[src/core/fcrb_pkg.sv]
// constants and types of the flag-clear relative branch unit
package fcrb_pkg;
  localparam int PC_W = 21;
  localparam int INSN_W = 16;
  localparam int OFS_W = 8;
  localparam logic [7:0] OPC_BR_CARRY_CLR = 8'hE3;
  localparam logic [7:0] OPC_BR_NEG_CLR = 8'hE7;
  localparam logic [7:0] OPC_BR_OVF_CLR = 8'hE5;
  localparam logic [7:0] OPC_BR_NEG_SET = 8'hE6;
  localparam logic [PC_W-1:0] PC_RST = 21'h000000;
  localparam logic [1:0] Q_1 = 2'h0;
  localparam logic [1:0] Q_2 = 2'h1;
  localparam logic [1:0] Q_3 = 2'h2;
  localparam logic [1:0] Q_4 = 2'h3;
  localparam int FLAG_C = 0;
  localparam int FLAG_OV = 3;
  localparam int FLAG_N = 4;
  typedef enum logic [2:0] {
    FCRB_EXEC = 3'h1,
    FCRB_FLUSH = 3'h2,
    FCRB_IDLE = 3'h4
  } fcrb_state_e;
endpackage

[src/core/fcrb_cond.sv]
// condition test for one branch opcode against the status flags
`timescale 1ns/10ps
`default_nettype none
module fcrb_cond
  import fcrb_pkg::*;
(
  input wire logic [7:0] i_opc,
  input wire logic [7:0] i_flags,
  output logic o_is_branch,
  output logic o_take
);
  always_comb begin
    o_is_branch = 1'b1;
    o_take = 1'b0;
    if (i_opc == OPC_BR_CARRY_CLR) begin
      o_take = ~i_flags[FLAG_C];
    end else if (i_opc == OPC_BR_NEG_CLR) begin
      o_take = ~i_flags[FLAG_N];
    end else if (i_opc == OPC_BR_OVF_CLR) begin
      o_take = ~i_flags[FLAG_OV];
    end else if (i_opc == OPC_BR_NEG_SET) begin
      o_take = i_flags[FLAG_N];
    end else begin
      o_is_branch = 1'b0;
    end
  end
endmodule
`default_nettype wire

[src/core/fcrb_top.sv]
// flag-clear relative branch execute unit with q-phase sequencing
`timescale 1ns/10ps
`default_nettype none
module fcrb_top
  import fcrb_pkg::*;
(
  input wire logic I_CLK,
  input wire logic I_SYS_RST,
  input wire logic i_insn_valid,
  input wire logic [INSN_W-1:0] i_insn,
  input wire logic [PC_W-1:0] i_fetch_pc,
  input wire logic [7:0] i_status,
  output logic O_PC_LOAD,
  output logic [PC_W-1:0] O_PC_TARGET,
  output logic O_FLUSH,
  output logic O_BUSY,
  output logic O_DONE,
  output logic [1:0] O_QPHASE
);
  // ----------------------------------------
  // phase counter
  // ----------------------------------------
  logic [1:0] q_r;
  always_ff @(posedge I_CLK) begin
    if (I_SYS_RST) begin
      q_r <= Q_1;
    end else begin
      q_r <= q_r + 2'h1;
    end
  end

  // ----------------------------------------
  // decode and latch in q1
  // ----------------------------------------
  fcrb_state_e state_r;
  fcrb_state_e state_nxt;
  logic [OFS_W-1:0] ofs_r;
  logic [PC_W-1:0] base_r;
  logic [7:0] opc_r;
  logic [7:0] flags_r;
  logic is_br;
  logic take;
  logic [PC_W-1:0] tgt_r;

  always_ff @(posedge I_CLK) begin
    if (I_SYS_RST) begin
      opc_r <= 8'h00;
      base_r <= PC_RST;
    end else if (q_r == Q_1 && state_r != FCRB_FLUSH) begin
      // empty slot clears the opcode so a stale branch never runs again
      opc_r <= i_insn_valid ? i_insn[INSN_W-1:OFS_W] : 8'h00;
      base_r <= i_fetch_pc;
    end
  end

  // offset literal read in q2
  always_ff @(posedge I_CLK) begin
    if (I_SYS_RST) begin
      ofs_r <= 8'h00;
    end else if (q_r == Q_2) begin
      ofs_r <= i_insn[OFS_W-1:0];
    end
  end

  // flags sampled as read, never written
  always_ff @(posedge I_CLK) begin
    if (I_SYS_RST) begin
      flags_r <= 8'h00;
    end else if (q_r == Q_3) begin
      flags_r <= i_status;
    end
  end

  fcrb_cond u_cond (
    .i_opc(opc_r),
    .i_flags(flags_r),
    .o_is_branch(is_br),
    .o_take(take)
  );

  // process data in q3: sign extend, double, add
  logic [PC_W-1:0] ofs2;
  assign ofs2 = {{(PC_W-OFS_W-1){ofs_r[OFS_W-1]}}, ofs_r, 1'b0};
  always_ff @(posedge I_CLK) begin
    if (I_SYS_RST) begin
      tgt_r <= PC_RST;
    end else if (q_r == Q_3) begin
      tgt_r <= base_r + ofs2;
    end
  end

  // ----------------------------------------
  // cycle state
  // ----------------------------------------
  always_comb begin
    state_nxt = state_r;
    case (state_r)
      FCRB_IDLE: begin
        if (q_r == Q_4 && i_insn_valid) begin
          state_nxt = FCRB_EXEC;
        end
      end
      FCRB_EXEC: begin
        if (q_r == Q_4) begin
          state_nxt = (is_br && take) ? FCRB_FLUSH : FCRB_EXEC;
        end
      end
      FCRB_FLUSH: begin
        if (q_r == Q_4) begin
          state_nxt = FCRB_EXEC;
        end
      end
      default: state_nxt = FCRB_IDLE;
    endcase
  end

  always_ff @(posedge I_CLK) begin
    if (I_SYS_RST) begin
      state_r <= FCRB_IDLE;
    end else begin
      state_r <= state_nxt;
    end
  end

  // ----------------------------------------
  // outputs
  // ----------------------------------------
  logic wr_pc;
  assign wr_pc = state_r == FCRB_EXEC && q_r == Q_4 && is_br && take;

  always_ff @(posedge I_CLK) begin
    if (I_SYS_RST) begin
      O_PC_LOAD <= 1'b0;
      O_PC_TARGET <= PC_RST;
      O_FLUSH <= 1'b0;
      O_DONE <= 1'b0;
    end else begin
      O_PC_LOAD <= wr_pc;
      O_PC_TARGET <= wr_pc ? tgt_r : O_PC_TARGET;
      O_FLUSH <= wr_pc;
      O_DONE <= q_r == Q_4 && is_br &&
                ((state_r == FCRB_EXEC && !take) || state_r == FCRB_FLUSH);
    end
  end

  always_ff @(posedge I_CLK) begin
    if (I_SYS_RST) begin
      O_BUSY <= 1'b0;
      O_QPHASE <= Q_1;
    end else begin
      O_BUSY <= state_nxt == FCRB_FLUSH;
      O_QPHASE <= q_r + 2'h1;
    end
  end

  // ----------------------------------------
  // checks
  // ----------------------------------------
  chk_load_q4: assert property (@(posedge I_CLK) disable iff (I_SYS_RST)
    O_PC_LOAD |-> $past(q_r) == Q_4)
    else $error("pc load outside q4");
  chk_load_cond: assert property (@(posedge I_CLK) disable iff (I_SYS_RST)
    O_PC_LOAD |-> $past(is_br && take))
    else $error("pc load without condition");
  chk_flush_pair: assert property (@(posedge I_CLK) disable iff (I_SYS_RST)
    O_FLUSH == O_PC_LOAD)
    else $error("flush not paired with load");
  chk_busy_span: assert property (@(posedge I_CLK) disable iff (I_SYS_RST)
    $rose(O_BUSY) |-> O_BUSY [*4] ##1 !O_BUSY)
    else $error("flush cycle length wrong");
  chk_no_back_load: assert property (@(posedge I_CLK) disable iff (I_SYS_RST)
    O_PC_LOAD |=> !O_PC_LOAD [*4])
    else $error("load during flush");
  chk_neg_set: assert property (@(posedge I_CLK) disable iff (I_SYS_RST)
    (opc_r == OPC_BR_NEG_SET) |-> take == flags_r[FLAG_N])
    else $error("negative set test wrong");
  chk_neg_clr: assert property (@(posedge I_CLK) disable iff (I_SYS_RST)
    (opc_r == OPC_BR_NEG_CLR) |-> take != flags_r[FLAG_N])
    else $error("negative clear test wrong");
  chk_ovf_clr: assert property (@(posedge I_CLK) disable iff (I_SYS_RST)
    (opc_r == OPC_BR_OVF_CLR) |-> take != flags_r[FLAG_OV])
    else $error("overflow clear test wrong");
  chk_target: assert property (@(posedge I_CLK) disable iff (I_SYS_RST)
    O_PC_LOAD |-> O_PC_TARGET == $past(base_r) + $past(ofs2))
    else $error("target address wrong");
  chk_flags_q3: assert property (@(posedge I_CLK) disable iff (I_SYS_RST)
    $past(q_r) == Q_3 |-> flags_r == $past(i_status))
    else $error("flags not sampled");
  chk_carry_clr: assert property (@(posedge I_CLK) disable iff (I_SYS_RST)
    (opc_r == OPC_BR_CARRY_CLR) |-> take != flags_r[FLAG_C])
    else $error("carry clear test wrong");
  chk_ofs_sign: assert property (@(posedge I_CLK) disable iff (I_SYS_RST)
    ofs2[PC_W-1] == ofs_r[OFS_W-1] && ofs2[OFS_W:1] == ofs_r && ofs2[0] == 1'b0)
    else $error("offset extension wrong");
  chk_no_stale: assert property (@(posedge I_CLK) disable iff (I_SYS_RST)
    ($past(q_r) == Q_1 && !$past(i_insn_valid) && $past(state_r) != FCRB_FLUSH) |-> !is_br)
    else $error("stale opcode kept");
  chk_done_pulse: assert property (@(posedge I_CLK) disable iff (I_SYS_RST)
    O_DONE |=> !O_DONE)
    else $error("done longer than one clock");
  chk_idle_quiet: assert property (@(posedge I_CLK) disable iff (I_SYS_RST)
    (state_r == FCRB_IDLE) |=> !O_PC_LOAD)
    else $error("load while idle");

  cov_taken: cover property (@(posedge I_CLK) O_PC_LOAD);
  cov_not_taken: cover property (@(posedge I_CLK) O_DONE && !O_BUSY);
  cov_neg_set: cover property (@(posedge I_CLK) O_PC_LOAD && opc_r == OPC_BR_NEG_SET);
  cov_back: cover property (@(posedge I_CLK) O_PC_LOAD && ofs_r[OFS_W-1]);
endmodule
`default_nettype wire

[config.mk]
export PLATFORM = sky130hd
export DESIGN_NAME = fcrb_top
export DESIGN_NICKNAME = d
export VERILOG_FILES = /design/src/core/fcrb_pkg.sv /design/src/core/fcrb_cond.sv /design/src/core/fcrb_top.sv
export SDC_FILE = /design/constraint.sdc
export NUM_CORES = 1
export LEC_CHECK = 0
export BUFFER_PORTS_ARGS = -buffer_cell sky130_fd_sc_hd__buf_2
export CAP_MARGIN = 10
export CORE_UTILIZATION = 55
export CTS_BUF_LIST = sky130_fd_sc_hd__clkbuf_4
export DETAILED_ROUTE_END_ITERATION = 10
export PLACE_DENSITY_LB_ADDON = 0.15
export SYNTH_ARGS = -nofsm -noshare
export SYNTH_HDL_FRONTEND = slang
export SYNTH_SLANG_ARGS = --single-unit
[constraint.sdc]
create_clock -name I_CLK -period 7.1 [get_ports I_CLK]
set_input_delay 1.42 -clock I_CLK [delete_from_list [all_inputs] [get_ports I_CLK]]
set_output_delay 1.42 -clock I_CLK [all_outputs]
set_load 0.05 [all_outputs]
Yosys cells after proc, flatten, opt, wreduce, memory -nomap -nowiden
Index checks and enable logic that the tools add are counted.
- register bits after elaboration: 92
- word-level logic and storage cells: 54
- bits of input ports: 48
- output and inout bits: 27
- bitwise operators: 3
- eq/ne operators: 12
- add/subtract/negate cells: 2
- reduce and logical (&&, ||, !) cells: 12
- multiplexer cells: 14
- operators by type and width (cell ; number):
    equality test 8 bit, second input constant ; 4
    adder 21 bit ; 1
    logical AND 1 bit ; 9
    2-to-1 mux 3 bit ; 3
    case mux 3 bit (3 select lines) ; 1
    2-to-1 mux 1 bit ; 8
    2-to-1 mux 8 bit ; 1
    equality test 3 x 2 -> 1 bit, second input constant ; 2
    equality test 2 bit, second input constant ; 2
    equality test 3 x 1 -> 1 bit, second input constant ; 1
    equality test 3 bit, second input constant ; 1
    != test 3 x 2 -> 1 bit, second input constant ; 1
    NOT 1 bit ; 3
    adder 2 x 1 -> 2 bit, second input constant ; 1
    equality test 2 x 1 -> 1 bit, second input constant ; 1
    logical NOT 2 bit ; 1
    2-to-1 mux 2 bit ; 1
    logical NOT 1 bit ; 1
    logical OR 1 bit ; 1

Depth between registers and ports, before layout
Gate-level depths: netlist of the first run.
- word-level depth: 10
- mapped depth: 9
- mapped depth without buffers: 9

By module
From an unflattened synthesis of the first run, not the netlist that was laid out.
- cell total of the unflattened synthesis: 530
- area total of the unflattened synthesis: 4420.5 um^2
- by module, submodules not included (module ; area an instance (um^2) ; times used ; cells an instance ; seq. area each (um^2)):
    fcrb_top ; 4349.2 ; 1 ; 520 ; 1901.8
    fcrb_cond ; 71.3 ; 1 ; 10 ; 0.0

Worst setup path before layout of the first run
OpenSTA, ideal clock, no wires.
- path kind: input-to-reg
- from: in I_SYS_RST
- to: reg tgt_r[17]
- arrival time: 2.345 ns
- path buffers: 2
- library setup time: 0.122 ns
- cell stages on the path: 4
- data required time: 6.978 ns
- slack: 4.633 ns
- path through: buf_2 > clkinv_1 > clkbuf_1 > a311o_1
- RTL lines (item ; line ; text):
    start: declaration ; fcrb_top.sv:8 ; input wire logic I_SYS_RST,
    end signal: assignment ; fcrb_top.sv:88 ; tgt_r <= base_r + ofs2;
    end: declaration ; fcrb_top.sv:43 ; logic [PC_W-1:0] tgt_r;
No word-level cell between the ends.

==> metrics.md, run 1 <==
| Metric | Value |
|---|---|
| Outcome | `completed` |
| Total wire length | `9298 µm` |
| Seq/Total Area, Yosys | `0.4086` |
| Syn_nets | `583` |
| CTS Hold Buffers Added | `0` |
| Worst path cell trace | `buf_2 > buf_4 > clkinv_1 > nand2_1 > nor3b_1 > nand3_1 > o311ai_0` |
| CP max stage delay | `780 ps` |
| Slew margin rel. | `0.3493` |
| FMAX | `0.2948 GHz` |
| NumNets Final | `634` |
| Antenna viol nets, final | `0` |
| Total CTS buffers | `9` |
| Top-Level Pins | `75` |
| Clock power share | `0.270` |
| Synth top area share | `0.4086` |
| Max-cap check violation count | `0` |
| CTS Sinks | `90` |
| Clk slew on worst S/H paths | `140 ps` |
| WP data arrival | `3670 ps` |
| Share of layout cells above drive strength 1 | `0.1746` |
| CTS tree | `done` |
| Post-Syn Area | `4409 µm²` |
| Psw | `282.8 µW` |
| Fin crit period | `3392 ps` |
| Commonest non-fill, non-tap cell in the layout | `dfxtp_1` |
| Bufs and invs on worst path | `3` |
| WS Path Type | `in -> reg` |
| Largest area contributor in the netlist | `dfxtp_1` |
| Synth unique cells | `59` |
| Initial Util | `0.5706` |
| Mapped Cells | `511` |
| Hold Violations, Final | `0` |
| Slew @ Worst Pin | `976.0 ps` |
| Setup slack after layout | `3708 ps` |
| Dpl hpwl | `6557 µm` |
| Post-route setup TNS | `0 ps` |
| Post-CTS resize count | `0` |
| Routed vias/inst | `5.574` |
| Final setup fails | `0` |
| Leakage | `0.002056 µW` |
| Post-Route Skew | `18.82 ps` |
| GRT Overall Usage | `0.2337` |
| Internal power | `667.5 µW` |
| Antenna diodes | `0` |
| Total congestion overflow | `0` |
| Largest cells by area after synthesis | `dfxtp_1 41%, mux2i_1 8.6%, ha_1 6.5%, nand2_1 6.0%, a21oi_1 5.3%` |
| Die height | `91.54 µm` |
| Pwr dens | `195.0 nW/µm²` |
| Fillcell total | `696` |
| Peak supply drop | `0.1120 mV` |
| Vias in the first global route | `3444` |
| RSZ-0062 raised after global routing | `false` |
| Initial DRC count | `137` |
| Root buffer cell | `clkbuf_4` |
| Initial antenna violation count | `0` |
| Largest net degree at the start of global routing | `91` |
| Hold Path Class | `reg -> reg` |
| RD Place Congestion | `0.8509` |
| Rows | `32` |
| Post-synth ARST share | `0` |
| Crit-path slowest cell | `clkinv_1` |
| Pins Over Slew Limit | `0` |
| Via count | `3729` |
| Post-CTS setup buffers | `0` |
| Clock buffer depth | `2` |
| Final worst path period share | `0.4778` |
| Die Footprint | `8379 µm²` |
| Number of synthesized register bits | `90` |
| H-tree depth | `3` |
| CP max FO | `90` |
| CP Capture Type | `flop` |
| Pre-CTS setup slack | `3295 ps` |
| Area grow syn2layout | `10.56%` |
| Avg WL per Cell | `13.90 µm` |
| Syn Area/Cell | `8.629 µm²` |
| Drc violations | `0` |
| Top_reg_cell synth | `dfxtp_1` |
| I/O Buffers | `69` |
| Number of synthesized flops with an enable pin | `0` |
| Worst-skew pair later-pin latency | `430 ps` |
| Drt first pass iters | `4` |
| Synth warnings | `0` |
| Core Area | `7727 µm²` |
| Area of the multi-input gates | `2386 µm²` |
| Crit-path leading delay family | `buffers and inverters` |
| Sequential cell fraction of total power | `0.573` |
| Gate power share | `0.157` |
| Worst Path Required | `7380 ps` |
| Sw Ratio | `0.2976` |
| Die X | `91.54 µm` |
| Critical path launch point type | `input pin` |
| Global-route wire length before repair | `15750 µm` |
| Sequential cell area | `1802 µm²` |
| Most frequent cells in the layout | `90 x dfxtp_1, 71 x nand2_1, 69 x buf_2, 51 x nor2_1, 47 x a21oi_1` |
power by group through the flow:
| stage | Sequential (µW) | Clock [µW] | Combinational, µW |
|---|---|---|---|
| finish | 545 | 257 | 149 |
| global route | 549 | 283 | 168 |
| CTS | 545 | 263 | 149 |
| detailed placement | 556 | 0 | 149 |
| global placement | 555 | 0 | 146 |
| floorplan | 554 | 0 | 110 |
cell type report:
class	count	share of cell area
Clock buffer	11	0.01694
Clock inverter	5	0.007700
Inverter	17	0.01309
Multi-Input combinational cell	371	0.4895
Sequential cell	90	0.3696
Tap cell	102	0.02618
Timing Repair Buffer	73	0.07700
path summary, 6_finish.rpt:
| check | start | to | slack (ps) | cells after the start |
|---|---|---|---|---|
| max | I_SYS_RST | tgt_r[14] | 3710 | 7 |
| min | opc_r[5] | opc_r[5] | 460 | 2 |
| max reg2reg | ofs_r[7] | tgt_r[13] | 4520 | 7 |
| min reg2reg | opc_r[5] | opc_r[5] | 460 | 2 |
state kept, by name (all words and copies together), names as in the netlist:
register     count
opc_r            8
state_r          3
tgt_r           21
O_DONE           1
O_FLUSH          1
O_QPHASE         2
O_BUSY           1
O_PC_TARGET     21
base_r          21
ofs_r            8
flags_r          3
Yosys cell counts (2+ instances only):
| library cell | n |
|---|---|
| a211oi_1 | 5 |
| a21boi_0 | 3 |
| a21o_1 | 11 |
| a21oi_1 | 47 |
| a311o_1 | 4 |
| a31oi_1 | 4 |
| and3_1 | 2 |
| buf_1 | 9 |
| buf_2 | 3 |
| buf_4 | 3 |
| buf_8 | 2 |
| clkbuf_1 | 16 |
| dfxtp_1 | 90 |
| ha_1 | 23 |
| inv_1 | 16 |
| mux2i_1 | 38 |
| nand2_1 | 71 |
| nand2b_1 | 2 |
| nand3_1 | 25 |
| nand4_1 | 2 |
| nor2_1 | 51 |
| nor2b_1 | 2 |
| nor3_1 | 14 |
| nor3b_1 | 3 |
| nor4_1 | 4 |
| o2111a_1 | 2 |
| o211ai_1 | 2 |
| o21a_1 | 7 |
| o21ai_0 | 11 |
| o311ai_0 | 5 |
| o31a_1 | 2 |
| o32ai_1 | 2 |
| xnor2_1 | 4 |
logic make-up (layout without fill, tap and decap cells):
family                     count (synthesis)  count (layout)  share of synthesized area
buffers and inverters                     50             106                    0.05108
AOI/OAI and AO/OA                        117             117                     0.1796
adders and majority gates                 24              24                    0.06981
muxes                                     40              40                    0.09194
DFF                                       90              90                     0.4086
and+or+nand+nor                          186             186                     0.1910
xor gates and xnor gates                   4               4                   0.007945
through the flow:
step | total power, µW | hold slack (ps) | instance area [µm²] | instances | utilization
floorplan | 664.1 | 426.7 | 4409 | 511 | -
global placement | 700.8 | 438.0 | 4755 | 653 | 0.6153
detailed placement | 705.1 | 448.0 | 4755 | 653 | 0.6153
CTS | 957.7 | 465.2 | 4875 | 669 | 0.6308
global route | 1001 | 497.3 | 4875 | 669 | 0.6308
finish | 950.4 | 463.0 | 4875 | 669 | 0.6308
metal layers:
| metal | track usage | wire [µm] |
|---|---|---|
| met1 | 0.3089 | 4574 |
| met2 | 0.3822 | 4146 |
| met3 | 0.04606 | 468 |
| met4 | 0.07407 | 109 |
| met5 | 0 | 0 |
worst min-delay path: stages, from the launching register on:
cell and delay [ps]:
dfxtp_1 340, nand2_1 50, a21oi_1 50
Note: power is estimated with default switching activity, not from simulation.
==> run 2: changes to the inputs <==
==> constraint.sdc (replaced) <==
create_clock -name I_CLK -period 3.3 [get_ports I_CLK]
set_input_delay 0.66 -clock I_CLK [delete_from_list [all_inputs] [get_ports I_CLK]]
set_output_delay 0.66 -clock I_CLK [all_outputs]
set_load 0.05 [all_outputs]
==> run 2 against run 1 <==
Net effect:
- sequential share of layout area is 0.50 points lower
- die area unchanged
- clock skew decreased by 4.5 ps
- sequential cell count did not move
- routed wire length is 1.8% higher
- setup slack worse by 3000 ps
- global-route usage grew 0.50 points
- final area grew 1.4%
- worst hold slack got worse by 31 ps
- largest power group unchanged
- first-iteration DRC count is 12% lower
==> metrics.md, run 2 (synthesized netlist as in run 1, its figures left out) <==
| Metric | Value |
|---|---|
| Clk slew on worst S/H paths | `140 ps (about the same)` |
| Most frequent cells in the layout | `90 x dfxtp_1, 71 x nand2_1, 69 x buf_2, 51 x nor2_1, 47 x a21oi_1` |
| Post-CTS setup buffers | `0 (unchanged)` |
| Die Footprint | `8379 µm² (unchanged)` |
| Antenna viol nets, final | `0 (unchanged)` |
| Die height | `91.54 µm (unchanged)` |
| Worst R2R End | `tgt_r[13]` |
| Worst path cell trace | `ha_1 > nand2_1 > nor2_1 > o21ai_2 > a31oi_1 > mux2_1 > a311o_1` |
| Max-cap check violation count | `0 (unchanged)` |
| Area grow syn2layout | `12.06%` |
| Core Area | `7727 µm² (unchanged)` |
| Drc violations | `0 (unchanged)` |
| I/O Buffers | `69 (unchanged)` |
| Hold Path Class | `in -> reg` |
| NumNets Final | `637 (+0.47%)` |
| Hold Path Sink | `base_r[17]` |
| Worst reg-to-reg setup slack | `720 ps (-3800 ps)` |
| Clock buffer depth | `2 (unchanged)` |
| Setup slack after layout | `724.9 ps (-2983 ps)` |
| Pre-CTS setup slack | `747.1 ps (-2547 ps)` |
| Via count | `3756 (+0.72%)` |
| RR Startpoint | `ofs_r[7]` |
| Initial Util | `0.5706 (unchanged)` |
| FMAX | `0.3883 GHz` |
| RD Place Congestion | `0.8742 (+2.7%)` |
| Fillcell total | `682 (-2.0%)` |
| Hold path start | `i_fetch_pc[17]` |
| Post-route setup TNS | `0 ps (unchanged)` |
| CP max stage delay | `720 ps (-60 ps)` |
| Hold Slack | `432.0 ps (-31.01 ps)` |
| Crit-path slowest cell | `dfxtp_1` |
| Pwr dens | `445.7 nW/µm² (+130%)` |
| Initial DRC count | `120 (-12%)` |
| Area of the multi-input gates | `2386 µm² (unchanged)` |
| Routed vias/inst | `5.589 (+0.27%)` |
| H-tree depth | `3 (unchanged)` |
| CP max FO | `14 (-84%)` |
| Hold depth | `3 (+1)` |
| Post-Route Skew | `14.30 ps (-4.527 ps)` |
| Share of layout cells above drive strength 1 | `0.1789 (+0.004344)` |
| Post-CTS resize count | `0 (unchanged)` |
| Largest net degree at the start of global routing | `34 (-63%)` |
| Sequential cell area | `1802 µm² (unchanged)` |
| Final worst path period share | `0.7803` |
| Rows | `32 (unchanged)` |
| Peak supply drop | `0.2662 mV (+140%)` |
| Hold Violations, Final | `0 (unchanged)` |
| Commonest non-fill, non-tap cell in the layout | `dfxtp_1` |
| Die X | `91.54 µm (unchanged)` |
| CTS Hold Buffers Added | `0 (unchanged)` |
| Dpl hpwl | `6784 µm (+3.5%)` |
| Reg2reg path depth | `7 (unchanged)` |
| Final setup fails | `0 (unchanged)` |
| WP data arrival | `2920 ps (-750 ps)` |
| Total congestion overflow | `0 (unchanged)` |
| Largest registers | `O_PC_TARGET: 21 flops, base_r: 21 flops, tgt_r: 21 flops` |
| Drt first pass iters | `5 (+1)` |
| Leakage | `0.002090 µW (+1.6%)` |
| Avg WL per Cell | `14.09 µm (+1.4%)` |
| Critical path launch point type | `flop` |
| CP Capture Type | `flop` |
| Slew margin rel. | `0.3128 (-0.03653)` |
| CTS tree | `done` |
| Total wire length | `9470 µm (+1.8%)` |
| Worst-skew pair later-pin latency | `440 ps (about the same)` |
| GRT Overall Usage | `0.2387 (+0.005029)` |
| Vias in the first global route | `3518 (+2.1%)` |
| Fin crit period | `2575 ps` |
| Initial antenna violation count | `0 (unchanged)` |
| Outcome | `completed` |
| Antenna diodes | `0 (unchanged)` |
| Root buffer cell | `clkbuf_4` |
| Top-Level Pins | `75 (unchanged)` |
| Slew @ Worst Pin | `1031 ps (+54.79 ps)` |
| WS Path Type | `reg -> reg` |
| Worst Path Required | `3650 ps (-3730 ps)` |
| Pins Over Slew Limit | `0 (unchanged)` |
| RSZ-0062 raised after global routing | `false` |
| CTS Sinks | `90 (unchanged)` |
| Global-route wire length before repair | `16040 µm (+1.8%)` |
| Total CTS buffers | `9 (unchanged)` |
==> run 2: cell types whose count changed in the layout (fill, tap and decap cells not counted), sizes merged <==
| cell | delta |
|---|---|
| buf | +3 |
| bufinv | +2 |
| clkbuf | -1 |
| clkinv | -1 |
==> run 2: layer usage <==
layer,vias up,wire [µm],GRT usage
li1,1914,-,-
met1,1742,4533,0.3154
met2,94,4266,0.3866
met3,6,604,0.05193
met4,0,65,0.07672
met5,-,0,0
==> run 2: worst max-delay path by stage <==
stage / from / end / slack, ps
after CTS: ofs_r[7] / tgt_r[13] / 720
after global placement: ofs_r[7] / tgt_r[13] / 780
after detailed placement: ofs_r[7] / tgt_r[13] / 750
after global routing: ofs_r[7] / tgt_r[13] / 530
after floorplan: ofs_r[7] / tgt_r[13] / 1030
final: ofs_r[7] / tgt_r[13] / 720
==> run 2: stage by stage <==
stage	instance area [µm²]	std cells	total power, µW	utilization
final	4941	672	2202	0.6394
after detailed placement	4777	656	1521	0.6182
after global routing	4941	672	2306	0.6394
after floorplan	4409	511	1429	-
after CTS	4941	672	2215	0.6394
after global placement	4777	656	1511	0.6182
==> run 2: power breakdown <==
group / internal [µW] / switching, µW
clock network: 319 / 385
logic: 125 / 201
registers: 1140 / 35.4
==> run 2: layout make-up <==
| cell class | instances | share of cell area |
|---|---|---|
| Clock buffer | 10 | 0.01519 |
| Multi-Input combinational cell | 371 | 0.4829 |
| Tap cell | 102 | 0.02583 |
| Timing Repair Buffer | 76 | 0.08053 |
| Inverter | 17 | 0.01291 |
| Clock inverter | 6 | 0.01798 |
| Sequential cell | 90 | 0.3646 |
==> run 2: critical path: cells and delay by family (launching register included) <==
| kind | cells | cell delay [ps] |
|---|---|---|
| adders and majority gates | 1 | 430 |
| AOI/OAI and AO/OA | 3 | 660 |
| muxes | 1 | 340 |
| DFF | 1 | 720 |
| and+or+nand+nor | 2 | 330 |
==> run 3: changes to the inputs <==
--- a/config.mk
+++ b/config.mk
@@ -7,7 +7,7 @@
 export LEC_CHECK = 0
 export BUFFER_PORTS_ARGS = -buffer_cell sky130_fd_sc_hd__buf_2
 export CAP_MARGIN = 10
-export CORE_UTILIZATION = 55
+export CORE_UTILIZATION = 53
 export CTS_BUF_LIST = sky130_fd_sc_hd__clkbuf_4
 export DETAILED_ROUTE_END_ITERATION = 10
 export PLACE_DENSITY_LB_ADDON = 0.15
==> constraint.sdc (replaced) <==
create_clock -name I_CLK -period 2.22 [get_ports I_CLK]
set_input_delay 0.444 -clock I_CLK [delete_from_list [all_inputs] [get_ports I_CLK]]
set_output_delay 0.444 -clock I_CLK [all_outputs]
set_load 0.05 [all_outputs]
==> run 3 against run 2 <==
Net effect:
- power is 45% higher
- routed wire length is 6.6% higher
- register-to-register slack worse by 710 ps
- non-clock buffer count is 23 higher
- global-route usage is 0.91 points higher
- sequential cell count stayed put
- clock skew is 7.9 ps higher
==> metrics.md, run 3 (synthesized netlist as in run 1, its figures left out) <==
| Metric | Value |
|---|---|
| Crit-path leading delay family | `compound AO/OA/AOI/OAI gates` |
| FMAX | `0.4535 GHz (+17%)` |
| Final Non-Filler Cells | `694 (+3.3%)` |
| Total congestion overflow | `0 (unchanged)` |
| Post-Route Skew | `22.19 ps (+7.892 ps)` |
| Worst Path Required | `2560 ps (-1090 ps)` |
| Area of the multi-input gates | `2465 µm² (+3.3%)` |
| Global-route wire length before repair | `17000 µm (+6.0%)` |
| Final setup fails | `0 (unchanged)` |
| Largest registers | `O_PC_TARGET: 21 flops, base_r: 21 flops, tgt_r: 21 flops` |
| Final worst path period share | `0.9934 (+0.2130)` |
| GRT Overall Usage | `0.2477 (+0.009056)` |
| Pins Over Slew Limit | `0 (unchanged)` |
| CP max FO | `3 (-11)` |
| Psw | `946.5 µW (+52%)` |
| Slew margin rel. | `0.3345 (+0.02173)` |
| WP data arrival | `2550 ps (-370 ps)` |
| CTS tree | `done` |
| Via count | `3863 (+2.8%)` |
| RSZ-0062 raised after global routing | `true` |
| Sw Ratio | `0.2961 (+0.01405)` |
| Initial DRC count | `149 (+24%)` |
| Total CTS buffers | `9 (unchanged)` |
| Die height | `93.21 µm (+1.8%)` |
| Die X | `93.21 µm (+1.8%)` |
| Drt first pass iters | `5 (unchanged)` |
| Top-Level Pins | `75 (unchanged)` |
| Peak supply drop | `0.3172 mV (+19%)` |
| Fillcell total | `695 (+1.9%)` |
| I/O Buffers | `69 (unchanged)` |
| Initial Util | `0.5590 (-0.01159)` |
| Dpl hpwl | `7039 µm (+3.7%)` |
| Clock buffer depth | `2 (unchanged)` |
| Antenna viol nets, final | `0 (unchanged)` |
| Hold Violations, Final | `0 (unchanged)` |
| Worst reg-to-reg setup slack | `10 ps (-710 ps)` |
| WS Path Type | `reg -> reg` |
| Post-route setup TNS | `0 ps (unchanged)` |
| Share of layout cells above drive strength 1 | `0.2348 (+0.05585)` |
| Fin crit period | `2205 ps (-369.8 ps)` |
| NumNets Final | `660 (+3.6%)` |
| Antenna diodes | `0 (unchanged)` |
| Die Footprint | `8688 µm² (+3.7%)` |
| Worst-skew pair later-pin latency | `450 ps (about the same)` |
| Internal power | `2251 µW (+42%)` |
| Placed cells | `675 (+2.9%)` |
| Avg WL per Cell | `14.55 µm (+3.3%)` |
| Pwr dens | `613.6 nW/µm² (+38%)` |
| Routed vias/inst | `5.566 (-0.41%)` |
| Initial antenna violation count | `0 (unchanged)` |
| H-tree depth | `3 (unchanged)` |
| Most frequent cells in the layout | `87 x dfxtp_1, 71 x nand2_1, 69 x buf_2, 51 x nor2_1, 44 x a21oi_1` |
| Slew @ Worst Pin | `998.2 ps (-32.60 ps)` |
| Gate power share | `0.169 (+0.021)` |
| Max-cap check violation count | `0 (unchanged)` |
| Commonest non-fill, non-tap cell in the layout | `dfxtp_1` |
| Rows | `32 (unchanged)` |
| Area grow syn2layout | `18.16%` |
| Outcome | `completed` |
| RD Place Congestion | `0.8689 (-0.61%)` |
| CP max stage delay | `370 ps (-350 ps)` |
| Leakage | `0.002186 µW (+4.6%)` |
| Total wire length | `10100 µm (+6.6%)` |
| Clk slew on worst S/H paths | `160 ps (+20 ps)` |
| Sequential cell fraction of total power | `0.545 (+0.013)` |
| Worst path cell trace | `ha_4 > inv_2 > fa_2 > nor2b_4 > o31a_1 > o21ai_2 > buf_6 > a211oi_4 > o2111a_1 > a311o_1` |
| Critical path launch point type | `flop` |
| Vias in the first global route | `3663 (+4.1%)` |
| Root buffer cell | `clkbuf_4` |
| CP Capture Type | `flop` |
| Bufs and invs on worst path | `2 (+2)` |
| Hold Slack | `204.2 ps (-227.7 ps)` |
| Hold Path Class | `in -> reg` |
| Core Area | `7888 µm² (+2.1%)` |
| CTS Sinks | `90 (unchanged)` |
| Drc violations | `0 (unchanged)` |
| Largest net degree at the start of global routing | `90 (+160%)` |
| Sequential cell area | `1808 µm² (+0.35%)` |
| Crit-path slowest cell | `dfxtp_2` |
| Clock power share | `0.286 (-0.034)` |
[run 3: worst register-to-register path, delay by kind of cell (launching register included)]
kind                     cells  cell delay, ps
flip-flops                   1             370
AND/OR/NAND/NOR              1              50
AO/OA/AOI/OAI                5            1090
adder cells (fa/ha/maj)      2             400
buffers and inverters        2             200
[run 3: through the flow]
step / cell area, µm² / total power [µW] / worst slack [ps] / utilization
final: 5210 / 3197 / 14.74 / 0.6605
after global routing: 5210 / 3367 / -44.98 / 0.6605
after CTS: 5117 / 3197 / -10.59 / 0.6488
after detailed placement: 4946 / 2297 / -119.5 / 0.6271
after global placement: 4946 / 2280 / -45.64 / 0.6271
after floorplan: 4410 / 2124 / 2.014 / -
[run 3: path summary, 6_finish.rpt]
kind,endpoint,startpoint,cells after the start
max,tgt_r[19],base_r[1],10
min,base_r[3],i_fetch_pc[3],3
max reg2reg,tgt_r[19],base_r[1],10
min reg2reg,opc_r[3],opc_r[3],2
[run 3: layout make-up]
cell class	instances	share of cell area
well taps	102	0.02450
repair buffers	99	0.1174
multi-input cells	371	0.4731
clock buffers	9	0.01297
inverters	17	0.01225
flip-flops and latches	90	0.3470
clock inverters	6	0.01273
[run 3: repair_timing]
action / CTS / global route
hold buffers: 0 / 0
endpoints found under the setup margin: 4 / 8
gates resized for setup: 7 / 15
pin swaps: 6 / 10
buffers inserted: 2 / 2
[run 3: layer usage]
layer  vias up  track usage  part of all wire
li1       1956            -                 -
met1      1793       0.3199              0.47
met2        97       0.4050              0.47
met3        17      0.06098             0.050
met4         0      0.08077             0.017
met5         -            0                 0
[run 3: power by group through the flow]
| stage | logic, µW | registers (µW) | clock network (µW) |
|---|---|---|---|
| detailed placement | 520 | 1780 | 0 |
| finish | 540 | 1740 | 914 |
| floorplan | 352 | 1770 | 0 |
| global route | 601 | 1760 | 1010 |
| global placement | 508 | 1770 | 0 |
| CTS | 527 | 1740 | 927 |
